### src/tsp_pkg.sv
// How it works
// - Mode 10 with pin function 11 gives pulse
// - Run rising starts counter and leading edge
// - Trigger pin rising edge sets run bit
// - Run falling gives the trailing edge
// - Compare A match clears run bit
// - Compare A match raises interrupt in pulse mode
// - Counter cleared only on run rising edge
// - Compare P, clear select, swap ignored
// - Mode 01 selects capture operation
// - Run rising starts counter in capture
// - Capture edge copies counter into compare A
// - Counter free runs until run falls
// - Compare P match resets counter in capture
// - Compare P match raises interrupt in capture
// - Compare P zero gives full count range
// - Pin function picks edge; 11 blocks capture
// - Output level, invert, clear, swap ignored
// - Capture pin sampled even when driven
// - Run rising loads output initial level outside pulse and capture modes
// - Counter and compare A ten bits wide
package tsp_pkg;

	localparam int CNT_W = 10;
	localparam int COMPARE_P_VALUE_W = 3;
	localparam int ADR_W = 5;
	localparam int CTRL_W = 10;
	localparam logic [CNT_W-1:0] CNT_MAX = 10'h3ff;
	localparam logic [CNT_W-COMPARE_P_VALUE_W-1:0] P_LOW = 7'h00;

	// Register byte addresses
	localparam logic [ADR_W-1:0] ADR_CTRL = 5'h00;
	localparam logic [ADR_W-1:0] ADR_CMPA = 5'h04;
	localparam logic [ADR_W-1:0] ADR_CMPP = 5'h08;
	localparam logic [ADR_W-1:0] ADR_COUNT = 5'h0c;

	// Mode, pin function and edge encodings
	localparam logic [1:0] MODE_CAPTURE = 2'h1;
	localparam logic [1:0] MODE_PULSE = 2'h2;
	localparam logic [1:0] PIN_PULSE = 2'h3;
	localparam logic [1:0] EDGE_RISE = 2'h0;
	localparam logic [1:0] EDGE_FALL = 2'h1;
	localparam logic [1:0] EDGE_BOTH = 2'h2;

	// Synchroniser lanes
	localparam int PIN_N = 3;
	localparam int PIN_TRIG = 0;
	localparam int PIN_CAP0 = 1;
	localparam int PIN_CAP1 = 2;

	// Control register layout, bit 9 downward
	typedef struct packed {
		logic capture_pin_select;
		logic duty_period_swap;
		logic clear_source_select;
		logic output_invert;
		logic output_initial_level;
		logic counter_run;
		logic [1:0] pin_function;
		logic [1:0] mode_select;
	} tsp_ctrl_t;

	typedef struct packed {
		logic cyc;
		logic stb;
		logic we;
		logic [ADR_W-1:0] adr;
		logic [3:0] sel;
		logic [31:0] dat;
	} tsp_wb_req_t;

	typedef struct packed {
		logic ack;
		logic [31:0] dat;
	} tsp_wb_rsp_t;

	typedef struct packed {
		tsp_ctrl_t ctrl;
		logic [CNT_W-1:0] compare_a_value;
		logic [COMPARE_P_VALUE_W-1:0] compare_p_value;
		logic [CNT_W-1:0] cnt;
		logic run_prev;
		logic pin_level;
		logic irq;
		logic [PIN_N-1:0] s1;
		logic [PIN_N-1:0] s2;
		logic [PIN_N-1:0] s3;
		tsp_wb_rsp_t rsp;
	} tsp_state_t;

	localparam tsp_state_t STATE_RESET = '0;

endpackage : tsp_pkg

### src/tsp_timer.sv
`timescale 1ns/10ps
module tsp_timer (
	input wire logic ref_clk_i,
	input wire logic rst_i,
	input wire logic ce_i,
	input wire tsp_pkg::tsp_wb_req_t wb_req_i,
	output tsp_pkg::tsp_wb_rsp_t wb_rsp_o,
	input wire logic external_trigger_pin_i,
	input wire logic capture_input_0_i,
	input wire logic capture_input_1_i,
	output logic pulse_out_o,
	output logic timer_irq_o
);
	import tsp_pkg::*;

	tsp_state_t r;
	tsp_state_t next_r;

	logic [PIN_N-1:0] pin_rise;
	logic [PIN_N-1:0] pin_fall;
	logic pulse_mode;
	logic capture_mode;
	logic run_rise;
	logic a_match;
	logic p_match;
	logic cap_rise;
	logic cap_fall;
	logic cap_edge;
	logic cap_evt;
	logic trig_evt;
	logic a_stop;
	logic p_wrap;
	logic bus_wr;
	logic bus_rd;
	logic [31:0] wr_word;
	logic [31:0] rd_word;
	tsp_ctrl_t wr_ctrl;

	// Byte-lane merge of write data over an old word
	function automatic logic [31:0] lane_merge(input logic [31:0] old_w, input logic [31:0] new_w,
		input logic [3:0] sel);
		logic [31:0] res;
		res = old_w;
		for (int i = 0; i < 4; i++) begin
			if (sel[i]) begin
				res[8*i +: 8] = new_w[8*i +: 8];
			end
		end
		return res;
	endfunction : lane_merge

	// Edges taken from the second and third sync stages only
	// capture pins sampled always
	genvar gi;
	generate
		for (gi = 0; gi < PIN_N; gi++) begin : g_edge
			assign pin_rise[gi] = r.s2[gi] & ~r.s3[gi];
			assign pin_fall[gi] = ~r.s2[gi] & r.s3[gi];
		end
	endgenerate

	// Mode decode
	// pulse mode select
	assign pulse_mode = (r.ctrl.mode_select == MODE_PULSE) && (r.ctrl.pin_function == PIN_PULSE);
	assign capture_mode = r.ctrl.mode_select == MODE_CAPTURE;
	assign run_rise = r.ctrl.counter_run & ~r.run_prev;

	// Comparators; compare P only matters in capture mode
	// ten bit compare
	assign a_match = r.cnt == r.compare_a_value;
	assign p_match = (r.compare_p_value == '0) ? (r.cnt == CNT_MAX) : (r.cnt == {r.compare_p_value, P_LOW});

	// Capture pin choice and active edge
	// capture pin select
	assign cap_rise = r.ctrl.capture_pin_select ? pin_rise[PIN_CAP1] : pin_rise[PIN_CAP0];
	assign cap_fall = r.ctrl.capture_pin_select ? pin_fall[PIN_CAP1] : pin_fall[PIN_CAP0];

	always_comb begin
		case (r.ctrl.pin_function)
			EDGE_RISE: cap_edge = cap_rise;
			EDGE_FALL: cap_edge = cap_fall;
			EDGE_BOTH: cap_edge = cap_rise | cap_fall;
			default: cap_edge = 1'b0;
		endcase
	end

	// Events seen in the current cycle
	assign cap_evt = capture_mode & r.ctrl.counter_run & cap_edge;
	assign trig_evt = pulse_mode & pin_rise[PIN_TRIG];
	assign a_stop = pulse_mode & r.ctrl.counter_run & ~run_rise & a_match;
	assign p_wrap = capture_mode & r.ctrl.counter_run & ~run_rise & p_match;

	// Bus strobes; one access per request, answered next cycle
	assign bus_wr = wb_req_i.cyc & wb_req_i.stb & wb_req_i.we & ~r.rsp.ack;
	assign bus_rd = wb_req_i.cyc & wb_req_i.stb & ~wb_req_i.we & ~r.rsp.ack;

	// Read mux; unmapped addresses read zero
	always_comb begin
		case (wb_req_i.adr)
			ADR_CTRL: rd_word = {{(32-CTRL_W){1'b0}}, r.ctrl};
			ADR_CMPA: rd_word = {{(32-CNT_W){1'b0}}, r.compare_a_value};
			ADR_CMPP: rd_word = {{(32-COMPARE_P_VALUE_W){1'b0}}, r.compare_p_value};
			ADR_COUNT: rd_word = {{(32-CNT_W){1'b0}}, r.cnt};
			default: rd_word = 32'h0000_0000;
		endcase
	end

	// Next state: bus first, then hardware events which win
	always_comb begin
		next_r = r;
		wr_word = 32'h0000_0000;
		wr_ctrl = r.ctrl;
		next_r.rsp.ack = wb_req_i.cyc & wb_req_i.stb & ~r.rsp.ack;
		next_r.rsp.dat = bus_rd ? rd_word : 32'h0000_0000;
		next_r.run_prev = r.ctrl.counter_run;
		next_r.irq = 1'b0;
		next_r.s1 = {capture_input_1_i, capture_input_0_i, external_trigger_pin_i};
		next_r.s2 = r.s1;
		next_r.s3 = r.s2;

		// Register writes
		if (bus_wr) begin
			case (wb_req_i.adr)
				ADR_CTRL: begin
					wr_word = lane_merge({{(32-CTRL_W){1'b0}}, r.ctrl}, wb_req_i.dat, wb_req_i.sel);
					wr_ctrl = tsp_ctrl_t'(wr_word[CTRL_W-1:0]);
					if (pulse_mode && wr_ctrl.mode_select == MODE_PULSE) begin
						wr_ctrl.pin_function = PIN_PULSE;
					end
					next_r.ctrl = wr_ctrl;
				end
				ADR_CMPA: begin
					wr_word = lane_merge({{(32-CNT_W){1'b0}}, r.compare_a_value}, wb_req_i.dat, wb_req_i.sel);
					next_r.compare_a_value = wr_word[CNT_W-1:0];
				end
				ADR_CMPP: begin
					wr_word = lane_merge({{(32-COMPARE_P_VALUE_W){1'b0}}, r.compare_p_value}, wb_req_i.dat, wb_req_i.sel);
					next_r.compare_p_value = wr_word[COMPARE_P_VALUE_W-1:0];
				end
				default: begin
					next_r.ctrl = r.ctrl;
				end
			endcase
		end

		// Counter
		if (run_rise) begin
			next_r.cnt = '0;
		end else if (r.ctrl.counter_run && capture_mode) begin
			next_r.cnt = p_wrap ? '0 : r.cnt + 10'h001;
		end else if (r.ctrl.counter_run && pulse_mode) begin
			next_r.cnt = r.cnt + 10'h001;
		end

		// Output pin level
		if (pulse_mode) begin
			next_r.pin_level = r.ctrl.counter_run ^ r.ctrl.output_invert;
		end else if (run_rise && !capture_mode) begin
			next_r.pin_level = r.ctrl.output_initial_level;
		end

		if (a_stop) begin
			next_r.ctrl.counter_run = 1'b0;
			next_r.irq = 1'b1;
		end

		if (p_wrap) begin
			next_r.irq = 1'b1;
		end

		if (cap_evt) begin
			next_r.compare_a_value = r.cnt;
			next_r.irq = 1'b1;
		end

		if (trig_evt) begin
			next_r.ctrl.counter_run = 1'b1;
		end
	end

	// State register, frozen while the clock enable is low
	always_ff @(posedge ref_clk_i) begin
		if (rst_i) begin
			r <= STATE_RESET;
		end else if (ce_i) begin
			r <= next_r;
		end
	end

	// Outputs straight from state
	assign wb_rsp_o = r.rsp;
	assign pulse_out_o = r.pin_level;
	assign timer_irq_o = r.irq;
endmodule : tsp_timer

### config.mk
export PLATFORM = sky130hd
export DESIGN_NAME = tsp_timer
export DESIGN_NICKNAME = d
export VERILOG_FILES = /design/src/tsp_pkg.sv /design/src/tsp_timer.sv
export SDC_FILE = /design/constraint.sdc
export NUM_CORES = 1
export LEC_CHECK = 0
export BUFFER_PORTS_ARGS = -buffer_cell sky130_fd_sc_hd__buf_2
export CORE_MARGIN = 2
export CORE_UTILIZATION = 48
export CTS_BUF_LIST = sky130_fd_sc_hd__clkbuf_4 sky130_fd_sc_hd__clkbuf_8 sky130_fd_sc_hd__clkbuf_16
export DETAILED_ROUTE_END_ITERATION = 8
export GPL_TIMING_DRIVEN = 0
export HOLD_SLACK_MARGIN = 0.03
export PLACE_DENSITY_LB_ADDON = 0.12
export SETUP_SLACK_MARGIN = 0.4
export SYNTH_ARGS = -nofsm -noshare
export SYNTH_HDL_FRONTEND = slang
export SYNTH_SLANG_ARGS = --single-unit
### constraint.sdc
create_clock -name ref_clk_i -period 1.95 [get_ports ref_clk_i]
set_input_delay 0.0975 -clock ref_clk_i [delete_from_list [all_inputs] [get_ports ref_clk_i]]
set_output_delay 0.0975 -clock ref_clk_i [all_outputs]
set_load 0.01 [all_outputs]
Word level (Yosys, flattened, before mapping)
Cells that the tools add are included.

Flip-flop bits (word level): 78. Bits in latches: 0. RAM bits: 0. Bits in read-only memories: 0. Input port bits: 50. Output and inout port bits: 35. Logic and storage cells: 123. Memories: 0.

Add/subtract/negate cells: 1. Multipliers: 0. Divide/modulo/power cells: 0. $lt $le $gt $ge: 0. Equal/unequal tests: 14. Shift-type cells: 0. Muxes and demuxes: 29. Bitwise operators: 31. Reduce and logical (&&, ||, !) cells: 28.

Operators with widths (number): $mux 10 (6); $pmux 10 s4 (1); $mux 32 (1); $mux 8 (4); $reduce_and 4->1 (7); $and 1x1->1 (20); $eq 10x10->1 (2); $mux 18 (1); $reduce_bool 3->1 (4); $add 10x1->10 const B (1); $eq 10x10->1 const B (1); $eq 5x4->1 const B (2); $mux 1 (10); $reduce_bool 2->1 (5); $not 1->1 (9); $eq 2x2->1 const B (4); $mux 3 (2); $eq 5x3->1 const B (1); $logic_and 1x1->1 (5); $logic_not 5->1 (1); $mux 5 (1); $eq 2x1->1 const B (2); $mux 2 (2); $ne 4x4->1 const B (1); other kinds (9) (10).

Logic depth before layout (Yosys ltp)
Gate-level depths: netlist of the first run.

Depth in word-level cells: 11. Mapped depth: 8. Mapped depth without buffers: 5.

Worst setup path before layout of the first run
Ideal clock, no wire load.

Path kind: reg-to-reg. Start point: register r[45] (netlist name). End point: register r, in the netlist timer_irq_o. Library setup time: 0.060 ns. Data arrival time: 1.798 ns. Data required time: 1.890 ns. Path slack: 0.092 ns. Stages on the path, launching flop included: 7. Path buffers: 1. Period minus slack after synthesis: 1.858 ns. Path through: dfxtp_1 buf_6 or4_4 a2111oi_4 o211ai_2 nor2_4 o221a_1.

Longest elaborated chain between the ends: 5. Elaborated cells between the ends (all ways): 9. Those cells by class: eq/ne: 3; mux: 4; bitwise: 2.

Ends and longest elaborated chain: start: declaration (line tsp_timer.sv:16) `tsp_state_t r;`; start signal: assignment (line tsp_timer.sv:186) `r <= next_r;`; $eq 10x10->1 (on tied branches) (line tsp_timer.sv:70, tsp_timer.sv:71); $and 1x1->1 or $mux 1 (tied branches) (line tsp_timer.sv:90, tsp_timer.sv:71); $mux 1 or $and 1x1->1 (tied branches) (line tsp_timer.sv:162, tsp_timer.sv:91); $mux 1 * (line tsp_timer.sv:167) `if (p_wrap) begin`; $mux 1 * (line tsp_timer.sv:171) `if (cap_evt) begin`.

Mark *: on every way between the ends. The rest lies on a longest branch, timed or not. A chain may end at the register's enable or synchronous reset.

Worst setup path after layout of the first run
Start point: register r[50] (netlist name). End point: register r[46] (netlist name).

Longest elaborated chain between the ends: 6. Elaborated cells between the ends (all ways): 7. Those cells by class: eq/ne: 2; mux: 4; bitwise: 1.

Ends and longest elaborated chain: $eq 10x10->1 (line tsp_timer.sv:71) `assign p_match = (r.compare_p_value == '0) ? (r.cnt == CNT_MAX) : (r.cnt == {r.compare_p_value, P_LOW});`; $mux 1 * (line tsp_timer.sv:71); $and 1x1->1 * (line tsp_timer.sv:91) `assign p_wrap = capture_mode & r.ctrl.counter_run & ~run_rise & p_match;`; $mux 10 * (line tsp_timer.sv:150) `next_r.cnt = p_wrap ? '0 : r.cnt + 10'h001;`; $mux 10 * (line tsp_timer.sv:149) `end else if (r.ctrl.counter_run && capture_mode) begin`; $mux 10 * (line tsp_timer.sv:147) `if (run_rise) begin`.

Marks and branches as above.

==> results summary, run 1 <==
The setup check on the worst reg-to-reg path leaves a slack of 0.1 ns. The area growth from synthesis to layout came out at 34.46%. At the end of routability-driven placement, the weighted congestion stood at 0.8499. The final layout contains between 500 and 600 nets.

The worst hold path terminates at next_r[37]. The initial core utilization is between 40% and 50%. The number of levels in the clock H-tree came out at 2. The total of buffers placed on input and output ports came out at 35. The total number of placement rows is 30. For this design the ratio of total power to cell area is roughly 460 nW/µm². Walking the worst path, the cells encountered are buf_6 -> or4_4 -> a2111oi_4 -> o211ai_2 -> buf_4 -> o211ai_1 -> a21oi_1. The placed cell area came out at 3787 µm². The maximum number of pins on one net before global-route repair came out at 16. The largest fanout of any net on the critical path is 3. The proportion of synthesized chip area in sequential cells came out at around a third. The longest clock path from root to sink contains 2 buffers.

Timing would allow up to 539.4 MHz. The number of hold buffers added after CTS came out at 0. The number of fillers in the final layout is 572.

In this design, the stage delay of the slowest critical-path cell is 0.53 ns. The synthesized instance count came out at 379. The number of global-route vias before repair is about 2900. The die covers 7643 µm².

The total global routing track utilization is 24.47%. Setup repair after global routing could not meet its margin everywhere. The overflow left after global routing came out at 0. The minimum hold slack is 0.02712 ns. In this run, synthesis produced a sequential element count of 56. The global-route wire length before repair came out at 14330 µm. In this run the remaining antenna-violating nets after routing total 0.

For this design the top-level I/O count stands at between 80 and 90. The number of buffers added by the clock tree synthesis step came out at 5. Timing analysis after detailed placement gives a worst setup slack of -0.001651 ns. The antenna cell count is 0. The share of async-settable or async-resettable flops after synthesis came out at 0%.

The routed design could run at a clock period as short as 1.854 ns. The final instance count without filler cells is 556. The overall routed net length came out at ~9500 µm. The standard cell core area is ~6800 µm².

The worst reg-to-reg path cell count came out at 7. The worst setup skew after layout came out at 0.008189 ns. The startpoint identified for the worst register-to-register timing path is r[50]. The CTS tree is yes. The data arrival time of the critical path came out at between 2 and 2.5 ns. The detailed router placed 3100 vias in this run. The category of the worst setup path capture point is a flip-flop.

The endpoint identified for the worst register-to-register timing path is r[46]. The number of endpoints with negative hold slack in the final report was 0. The clock edge transition at the registers on the reported setup and hold paths came out at 0.10 ns. The startpoint identified for the worst hold timing path is capture_input_0_i. The run finished with clean final reports. The static leakage came out at 1.917 nW.

The final cycle utilization of the critical path is 95.08%. STA classifies the critical path startpoint as a flip-flop. The per-cell routed wire length is 17.05 µm. In this run the cell area of the synthesized design comes to 3341 µm². The count of yosys warnings during synthesis came out at 0. The post-route standard cell area excluding fillers is 4492 µm².

Counting flops with a built-in enable in the synthesized netlist gives 0. The height of the die came out at 87.43 µm. Summing all multi-input logic gate instances after layout gives 2162 µm².

The number of DRC markers in iteration 0 is ~240. The first-pass iteration count of the detailed router is 4. Across the whole layout, storage elements account for 1152 µm². The largest individual stage delay along the critical path comes from the cell sky130_fd_sc_hd__or4_4. The initial antenna violation count came to 0. The detailed-route DRC error count came out at 0. The worst path setup slack after routing is 0.09595 ns. The path class of the tightest hold or removal check is in2reg. STA puts the critical path data required time at 2.15 ns. The fraction of final layout cells sized beyond drive strength 1 is 42.86%.

The mean instance size in the synthesized netlist is between 8 and 9 µm². IR analysis of the VDD net gives a maximum drop of 0.3362 mV. Once placement completed, the tool counted placed cells totaling 515. The sink count of the clock tree came out at 56. The overall power of the completed layout came out at between 2 and 2.5 mW. The critical path in this run is classified as reg2reg.

The predominant post-synthesis flop cell is sky130_fd_sc_hd__dfxtp_1. The worst-skew pair later-pin latency came out at about 0.31 ns. The worst slew margin relative to its limit is 51.04%.

The transition at the pin with the smallest max-transition slack came out at ~0.73 ns. The detailed placement HPWL is 6083 µm. The count of cells along the worst hold path came out at 3. Across the run, the number of max-cap violations was 0. The total of endpoints with negative setup slack in the final report is 0. The number of slew-limit violations in the final report is 0.

CTS placed an instance of sky130_fd_sc_hd__clkbuf_8 at the clock tree root. The count of distinct cell types in the synthesized netlist came out at 62. The number of vias per cell after detailed routing came out at 5.576. The width of the die is 87.43 µm.
-- worst max-delay path by stage --
stage,cells after the start,start,slack (ns),endpoint
final,7,r[50],0.1,r[46]
after global routing,6,r[45],0.02,r[47]
after CTS,6,r[50],0.10,timer_irq_o
after detailed placement,5,r[70],-0.002,r[53]
after global placement,6,r[70],0.02,r[50]
after floorplan,6,r[50],0.28,timer_irq_o
-- final cells by class --
type	count	area share [%]
clock buffers	8	2.173
inverters	5	0.4178
well taps	80	2.228
plain buffers	63	11.23
multi-input cells	277	48.13
flip-flops and latches	56	25.65
repair buffers	67	10.17
-- where the power goes --
part	leakage, nW	internal [mW]	total [mW]	switching [mW]
logic	1.40	0.0939	0.220	0.126
clock network	0.0523	0.319	0.698	0.379
registers	0.461	1.15	1.15	0.00589
total	1.92	1.56	2.07	0.511
-- cells in the final DEF, fill, tap and decap left out, types with 4 or more instances in the layout --
cell                       count
sky130_fd_sc_hd__a211oi_1      5
sky130_fd_sc_hd__a21oi_1       4
sky130_fd_sc_hd__a22oi_1      10
sky130_fd_sc_hd__a311oi_2      9
sky130_fd_sc_hd__buf_2        37
sky130_fd_sc_hd__buf_4        61
sky130_fd_sc_hd__buf_6        11
sky130_fd_sc_hd__clkbuf_1      9
sky130_fd_sc_hd__clkbuf_8     10
sky130_fd_sc_hd__conb_1       22
sky130_fd_sc_hd__dfxtp_1      41
sky130_fd_sc_hd__dfxtp_2      10
sky130_fd_sc_hd__dfxtp_4       5
sky130_fd_sc_hd__inv_1         4
sky130_fd_sc_hd__mux2i_1      29
sky130_fd_sc_hd__nand2_1      24
sky130_fd_sc_hd__nand3_1       4
sky130_fd_sc_hd__nand3_2       9
sky130_fd_sc_hd__nand4_1       8
sky130_fd_sc_hd__nor2_1       36
sky130_fd_sc_hd__nor3_1       13
sky130_fd_sc_hd__o21ai_0      10
sky130_fd_sc_hd__xor2_1       18
-- flip-flops by register name (all words and copies together) (netlist names) --
signal       cells
timer_irq_o      1
r               36
pulse_out_o      1
next_r           7
wb_rsp_o        11
-- critical path, delay by kind of cell (launching register included) --
kind                   cells  cell delay [ns]
AO/OA/AOI/OAI              4             0.61
buffers and inverters      2             0.27
flip-flops                 1             0.33
AND/OR/NAND/NOR            1             0.53
-- cells by family (layout without fill, tap and decap cells) --
group                    Yosys count  after routing  synth area share (%)
AO/OA/AOI/OAI                     63             64                 14.08
XOR/XNOR                          20             20                 5.244
adder cells (fa/ha/maj)            1              1                0.3745
buffers and inverters             68            143                 13.82
flip-flops                        56             56                 33.56
multiplexers                      32             32                 10.82
other                              1             22                0.1123
AND/OR/NAND/NOR                  138            138                 21.99
-- synthesized netlist by cell type, types with 2 or more instances --
cell type	n	area [µm²]
sky130_fd_sc_hd__dfxtp_1	56	1121
sky130_fd_sc_hd__nor2_1	36	135.1
sky130_fd_sc_hd__buf_4	35	262.8
sky130_fd_sc_hd__mux2i_1	29	290.3
sky130_fd_sc_hd__nand2_1	24	90.09
sky130_fd_sc_hd__xor2_1	18	157.7
sky130_fd_sc_hd__clkbuf_1	16	60.06
sky130_fd_sc_hd__nor3_1	16	80.08
sky130_fd_sc_hd__nand3_1	15	75.07
sky130_fd_sc_hd__o21ai_0	14	70.07
sky130_fd_sc_hd__a22oi_1	10	75.07
sky130_fd_sc_hd__a311oi_1	10	87.58
sky130_fd_sc_hd__nand4_1	8	50.05
sky130_fd_sc_hd__a211oi_1	6	45.04
sky130_fd_sc_hd__a21oi_1	6	30.03
sky130_fd_sc_hd__buf_6	6	67.56
sky130_fd_sc_hd__inv_1	4	15.01
sky130_fd_sc_hd__nor4_1	4	25.02
sky130_fd_sc_hd__and3_1	3	18.77
sky130_fd_sc_hd__and4b_1	3	30.03
sky130_fd_sc_hd__nor3b_1	3	22.52
sky130_fd_sc_hd__or2_2	3	18.77
sky130_fd_sc_hd__a21o_1	2	15.01
sky130_fd_sc_hd__a31oi_1	2	12.51
sky130_fd_sc_hd__buf_2	2	10.01
sky130_fd_sc_hd__clkbuf_8	2	27.53
sky130_fd_sc_hd__mux4_2	2	45.04
sky130_fd_sc_hd__nand2b_1	2	12.51
sky130_fd_sc_hd__nand3b_1	2	15.01
sky130_fd_sc_hd__nand4b_1	2	17.52
sky130_fd_sc_hd__nor2b_1	2	12.51
sky130_fd_sc_hd__o21bai_1	2	15.01
sky130_fd_sc_hd__or2b_1	2	15.01
sky130_fd_sc_hd__or3_1	2	12.51
sky130_fd_sc_hd__or3b_2	2	17.52
sky130_fd_sc_hd__xnor2_1	2	17.52
-- through the flow --
stage                      TNS (ns)  util (%)
final                             0     66.48
after global routing              0     66.48
after CTS                         0     62.56
after detailed placement  -0.001651     56.06
after global placement            0     56.06
after floorplan                   0         -
-- routing by layer --
| layer | global-route usage (%) | up-vias | routed length, µm |
|---|---|---|---|
| li1 | - | 1499 | - |
| met5 | 0 | - | 0 |
| met3 | 4.645 | 24 | 636 |
| met4 | 10.07 | 0 | 294 |
| met2 | 40.15 | 115 | 4502 |
| met1 | 31.46 | 1462 | 4045 |
-- repair_timing --
| item | CTS | global route |
|---|---|---|
| gates cloned | 1 | 2 |
| setup endpoints to repair | 42 | 41 |
| pin swaps | 30 | 21 |
| endpoints found under the hold margin | 0 | 0 |
| setup buffers | 17 | 13 |
| resized for setup | 51 | 33 |
Note: power is estimated with default switching activity, not from simulation.
==> run 2: changes to the inputs <==
Settings changed: CTS_BUF_LIST sky130_fd_sc_hd__clkbuf_4 sky130_fd_sc_hd__clkbuf_8 sky130_fd_sc_hd__clkbuf_16 to sky130_fd_sc_hd__clkbuf_8 sky130_fd_sc_hd__clkbuf_16, CTS_CLUSTER_DIAMETER set to 40.
==> run 2 against run 1 <==
Net effect: clock-buffer cell count is 2 lower; die area unchanged; sequential cell count stayed put; register-to-register slack hardly changed; utilization grew 0.44 points; final area grew 0.67%; sequential share of layout area decreased by 0.20 points; maximum frequency is 0.23% higher; clock power is 5.3% lower.
==> results summary, run 2 (same netlist as run 1, synthesis figures left out) <==
The number of fillers in the final layout is approximately 560. The class of the tightest hold or removal check is in2reg. Counting along the longest clock path gives a buffer depth of 2. The minimum hold slack is 0.02813 ns. Leaving out fill and tap cells, the most frequent cells in the layout are sky130_fd_sc_hd__buf_4, sky130_fd_sc_hd__dfxtp_1, sky130_fd_sc_hd__buf_2, sky130_fd_sc_hd__nor2_1, sky130_fd_sc_hd__mux2i_1. For this run, the number of standard cells in the final layout without fillers is 556. The final layout contains between 500 and 600 nets. The static leakage came out at 1.990 nW. Setup repair after global routing could not meet its margin everywhere.

The worst-skew pair later-pin latency came out at 0.31 ns. TritonCTS built the clock tree. In this run the tightest slew margin relative to its limit is a little over half. The clock network accounts for 32.5% of the total power.

The critical path endpoint is r[46]. The number of endpoints with negative hold slack in the final report came out at 0. The floorplan die area came out at 7643 µm².

The peak supply drop came out at roughly 0.29 mV. The number of hold buffers added after CTS was 0. The share of total power consumed by net switching is between 20% and 30%. 85 I/O pins were placed. The first-pass iteration count of the detailed router is 5.

The total of buffers placed on input and output ports came out at 35. Counting flops per register, the top entry is r. The standard cell core area is 6756 µm². The number of global-route vias before repair came out at 2876.

Entering global routing, the biggest net connects 16 pins. The reg-to-reg critical path startpoint is r[50]. The transition at the pin with the smallest max-transition slack is 0.7130 ns. The number of vias per cell after detailed routing is around 5.7. The antenna cell count came out at 0. The total power density per cell area is 449.4 nW/µm². The count of maximum capacitance violations came out at 0. For this configuration, the core starts out at a cell density of 49.44%. The total number of placement rows came out at 30. The startpoint identified for the worst hold timing path is capture_input_0_i. The analysis attributes to net switching a power of 0.5114 mW. The worst reg-to-reg path cell count is 7. The detailed placement HPWL came out at 6083 µm.

The critical path starts at r[50]. The number of levels in the clock H-tree is 2. The area of combinational cells with multiple inputs came out at about 2200 µm².

The fraction of power consumed by combinational cells is ~11%. The smallest clock period supported by the final layout is computed as 1.850 ns. The die is between 80 and 90 µm tall. The worst register-to-register path ends at r[46]. The tree is rooted in a sky130_fd_sc_hd__clkbuf_8. The fraction of final layout cells sized beyond drive strength 1 came out at 43.28%. The detailed-route DRC error count came out at 0. The data arrival time of the critical path is about 2 ns. The highest clock frequency the design can meet came out at 540.6 MHz. The number of slew-limit violations in the final report came out at 0. The required time at the worst-slack endpoint is 2.15 ns. The count of nets left with antenna violations after detail routing is 0. The overall routed net length is about 9700 µm. The initial antenna violation count came out at 0. The final weighted congestion of routability-driven global placement is 0.8499.

Buffers inserted during clock tree synthesis total 5. Between clock sinks in the finished design, the worst skew comes to about 0.0087 ns. The final cycle utilization of the critical path is 94.87%. The register-to-register setup slack is around 0.1 ns. The nature of the critical path startpoint is a flip-flop. Clock-pin slew was measured on the worst setup and hold paths at 0.10 ns. The first global-routing pass estimated between 10000 and 15000 µm of wire. The combined flip-flop and latch cell area is 1151 µm². Relative to the synthesized area, the layout overhead comes to 35.36%.

The number of placed instances with taps included came out at 515. The flip-flop count of the largest register, all copies and words added is 36. The worst setup path is captured at a flip-flop.

The number of vias after detailed routing is ~3100. The flow ran to the end, and the final reports show no timing, DRC or antenna violations. The per-cell routed wire length came out at between 15 and 20 µm. In this run the worst path has a maximum fanout of 3.

The number of DRC markers in iteration 0 came out at 263. The total of endpoints with negative setup slack in the final report came out at 0. The most frequent standard cell in the layout excluding fill and tap cells is sky130_fd_sc_hd__buf_4.

The share of total power dissipated in sequential elements is 56.7%. Cell internal power was estimated by the tool at 1.521 mW. The overflow left after global routing is 0.

The critical path is of the reg2reg type. The overall power of the completed layout came out at 2.032 mW. Across every metal layer, demand over resource in global routing totals 24.53%. The sink count of the clock tree came out at 56. The width of the die is 87.43 µm.
-- run 2: worst min-delay path by stage --
| stage | end | slack (ns) | cells past startpoint |
|---|---|---|---|
| 2_1_floorplan | r[77] | 0.24 | 2 |
| 3_3_place_gp | next_r[37] | 0.33 | 3 |
| 5_1_grt | next_r[38] | 0.05 | 3 |
| 4_1_cts | next_r[36] | 0.03 | 3 |
| 3_5_place_dp | next_r[38] | 0.35 | 3 |
| 6_report | next_r[37] | 0.03 | 3 |
-- run 2: power by group through the flow --
stage	registers (mW)	clock network, mW	logic (mW)
2_1_floorplan	1.18	0	0.134
3_3_place_gp	1.18	0	0.194
3_5_place_dp	1.18	0	0.195
4_1_cts	1.15	0.667	0.207
5_1_grt	1.15	0.705	0.237
6_report	1.15	0.661	0.219
-- run 2: layout make-up --
class | instances | area share (%)
timing repair buffer | 67 | 10.40
clock buffer | 6 | 1.826
tap | 80 | 2.214
multi-input combinational | 277 | 48.37
clock inverter | 2 | 0.1660
sequential | 56 | 25.46
buffer | 63 | 11.15
inverter | 5 | 0.4151
-- run 2: repair_timing --
item / CTS / global route
setup endpoints to repair: 42 / 41
pin swaps: 28 / 25
hold endpoints to repair: 0 / 0
buffers inserted: 17 / 12
cloned: 1 / 3
gates resized for setup: 52 / 38
-- run 2: through the flow --
| step | worst slack [ns] | setup TNS [ns] | instance area, µm² | utilization (%) |
|---|---|---|---|---|
| after floorplan | 0.2796 | 0 | 3512 | - |
| after global placement | 0.02393 | 0 | 3787 | 56.06 |
| after detailed placement | -0.001651 | -0.001651 | 3787 | 56.06 |
| after CTS | 0.1041 | 0 | 4223 | 62.50 |
| after global routing | 0.02538 | 0 | 4522 | 66.93 |
| final | 0.1001 | 0 | 4522 | 66.93 |
-- run 2: critical path, stage by stage, from the launching register on --
cell and delay, ns:
sky130_fd_sc_hd__dfxtp_2 0.33, sky130_fd_sc_hd__buf_6 0.11, sky130_fd_sc_hd__or4_4 0.53, sky130_fd_sc_hd__a2111oi_4 0.22
sky130_fd_sc_hd__o211ai_2 0.16, sky130_fd_sc_hd__buf_4 0.16, sky130_fd_sc_hd__o211ai_1 0.15, sky130_fd_sc_hd__a21oi_1 0.08
-- run 2: metal layers --
metal	global-route usage [%]	part of all wire, %	vias to the layer above	wire [µm]
li1	-	-	1493	-
met1	31.56	42	1474	4062
met2	40.43	48	152	4643
met3	4.455	6.6	29	641
met4	9.930	3.3	0	323
met5	0	0	-	0
==> run 3: changes to the inputs <==
Clock period 1.95 ns to 1.65 ns, I/O delays scaled along.
==> run 3 against run 2 <==
Net effect: sequential power grew 18%; largest power group unchanged; utilization up 1.7 points; combinational power is 26% higher; sequential share of layout area fell by 0.62 points; first-iteration DRC count up 7.2%; total power grew 20%; setup slack worse by 0.32 ns; hold slack gained 0.0072 ns; the run now ends with negative setup slack left; maximum frequency fell by 0.92%.
==> results summary, run 3 (same netlist as run 1, synthesis figures left out) <==
The kind of cell with the highest combined delay along the critical path is simple AND/OR/NAND/NOR gates. The top cell types in the final layout, fill and taps aside, are sky130_fd_sc_hd__buf_4, sky130_fd_sc_hd__dfxtp_1, sky130_fd_sc_hd__nor2_1, sky130_fd_sc_hd__buf_2, sky130_fd_sc_hd__mux2i_1. Of the total power, combinational logic draws 11.3%. The count of cells along the worst hold path is 2. The first-pass iteration count of the detailed router is 5. Leaving out fill and tap cells, the most frequent cell in the layout is sky130_fd_sc_hd__buf_4.

The sequential group share of total power is a little under three fifths. Across the routed clock network, the largest skew measured is 0.008066 ns. The floorplan step defined a core boundary enclosing 6756 µm².

The total number of placement rows came out at 30. The category of the worst setup path capture point is a flip-flop. For hold timing, the worst endpoint is r[67]. The worst pin sits at a relative slew slack of 46.01%. Data arrives at the worst endpoint at 2.13 ns.

The total power density per cell area is 524.8 nW/µm². The clock reaches the later pin of the worst-skew pair after 0.32 ns. The slowest cell on the critical path is sky130_fd_sc_hd__or4_4. The worst register-to-register path ends at timer_irq_o. The total of buffers placed on input and output ports is 35. The highest clock frequency the design can meet came out at 535.6 MHz.

The flip-flop count of the largest register, all copies and words added came out at 36. The clock share of power came out at 32.8%. The number of buffers added by the clock tree synthesis step came out at 5. In this run the horizontal extent of the chip is 87.43 µm. The number of DRC markers in iteration 0 came out at between 200 and 300.

The maximum number of pins on one net before global-route repair is 17. After detailed routing, the number of remaining DRC violations is 0. The overflow left after global routing is 0. The worst setup path is launched from a flip-flop. The peak supply drop came out at about 0.4 mV.

The required time at the worst-slack endpoint came out at 1.91 ns. The register containing the most flip-flops in the final layout is r. The number of buffers and inverters on the critical path is 1.

After layout, the minimum clock period comes to 1.867 ns. The tightest min-delay check is of the in2reg type. The reg-to-reg critical path startpoint is r[50]. The checks that failed: negative setup slack.

For this run, the slowest stage of the critical path takes about 0.53 ns. After detailed routing, the total wire length is 9247 µm. Dividing the detail-routed via count by the number of cells gives 5.552. The number of global-route vias before repair came out at 2738. The internal power of the cells totals 1.817 mW.

The number of placed instances with taps included is 515. The largest fanout of any net on the critical path came out at 7. The height of the die is 87.43 µm.

The floorplan die area came out at 7643 µm². The detailed placement HPWL is 6111 µm. The total global routing track utilization is 24.08%. The hold path startpoint is rst_i. The initial antenna violation count came out at 0. The routed layout has 3109 vias. After clock tree synthesis, the clock-pin slew on the worst setup and hold paths is 0.10 ns.

In the final design database the tool counted 530 nets. The final weighted congestion of routability-driven global placement is 0.8373. The area growth from synthesis to layout is 38.88%. The number of levels in the clock H-tree is 2. Across all register-to-register paths, the minimum setup slack is -0.22 ns. The final instance count without filler cells is 560. The worst path setup slack after routing is -0.2171 ns. The initial core utilization came out at 49.44%. The worst reg-to-reg path cell count came out at 6. The antenna cell count is 0. The static leakage is approximately 2 nW. The count of pins on the block boundary came out at 85.

Setup repair after global routing could not meet its margin everywhere. The number of endpoints with negative hold slack in the final report came out at 0. Walking the worst path, the cells encountered are buf_6 -> or4_4 -> a2111oi_4 -> o211ai_2 -> nor2_4 -> o221a_1. The number of slew-limit violations in the final report is 0. Summed over all nets, the switching power comes to 0.6182 mW. The clock tree root driver cell is sky130_fd_sc_hd__clkbuf_8. Timing analysis after detailed placement gives a worst setup slack of -0.2442 ns. The share of total power consumed by net switching is 25.39%. The buffer depth of the longest clock path is 2. The run finished, with violations left. The worst setup path is of the reg2reg kind. The count of nets left with antenna violations after detail routing is 0. The total of endpoints with negative setup slack in the final report is 22. The number of fillers in the final layout is 542. The CTS tree is yes.

The transition at the pin with the smallest max-transition slack is 0.8099 ns. Dividing the detail-routed wire length by the instance count gives 16.51 µm. The final cycle utilization of the critical path came out at 113.2%. In the final layout, the share of cells above drive strength 1 is 46.88%. The sink count of the clock tree is between 50 and 60.

The global-route wire length before repair came out at between 10000 and 15000 µm. Max-cap violations in this run came to 0.
-- run 3: worst max-delay path by stage --
stage	cells past startpoint	startpoint	endpoint
after CTS	6	r[50]	timer_irq_o
after floorplan	6	r[50]	timer_irq_o
after global placement	5	r[69]	r[53]
after global routing	6	r[50]	timer_irq_o
final	6	r[50]	timer_irq_o
after detailed placement	5	r[69]	r[53]
-- run 3: stage by stage --
| step | TNS [ns] | instance area, µm² | total power [mW] | hold WS, ns | utilization, % |
|---|---|---|---|---|---|
| floorplan | -0.03792 | 3580 | 1.562 | 0.2263 | - |
| global placement | -2.253 | 3855 | 1.633 | 0.3187 | 57.06 |
| detailed placement | -2.712 | 3855 | 1.635 | 0.3295 | 57.06 |
| CTS | -1.895 | 4314 | 2.431 | 0.03024 | 63.85 |
| global route | -3.273 | 4639 | 2.532 | 0.04651 | 68.67 |
| finish | -2.168 | 4639 | 2.435 | 0.03530 | 68.67 |
-- run 3: timing repair --
item / 4_1_cts / 5_1_grt
hold endpoints to repair: 5 / 0
pin swaps: 22 / 26
cloned: 1 / 2
setup endpoints to repair: 43 / 45
hold buffers: 5 / 0
resized for setup: 42 / 56
buffers inserted: 17 / 12
-- run 3: power groups by stage --
| stage | registers, mW | logic, mW | clock network, mW |
|---|---|---|---|
| finish | 1.36 | 0.275 | 0.797 |
| CTS | 1.37 | 0.257 | 0.808 |
| global route | 1.36 | 0.298 | 0.870 |
| floorplan | 1.40 | 0.164 | 0 |
| detailed placement | 1.40 | 0.236 | 0 |
| global placement | 1.40 | 0.235 | 0 |
-- run 3: final cells by class --
| class | count | area, µm² | area share, % |
|---|---|---|---|
| multi-input cells | 277 | 2232 | 48.11 |
| flip-flops and latches | 56 | 1152 | 24.84 |
| repair buffers | 71 | 534.3 | 11.52 |
| plain buffers | 63 | 509.2 | 10.98 |
| well taps | 80 | 100.1 | 2.157 |
| clock buffers | 6 | 82.58 | 1.780 |
| inverters | 5 | 18.77 | 0.4045 |
| clock inverters | 2 | 10.01 | 0.2157 |
-- run 3: per-layer routing --
metal  vias up  GRT usage [%]  routed length, µm
met3        14          5.118                552
met4         0          6.434                126
met1      1463          33.16               4192
met2       129          38.22               4376
met5         -              0                  0
li1       1503              -                  -
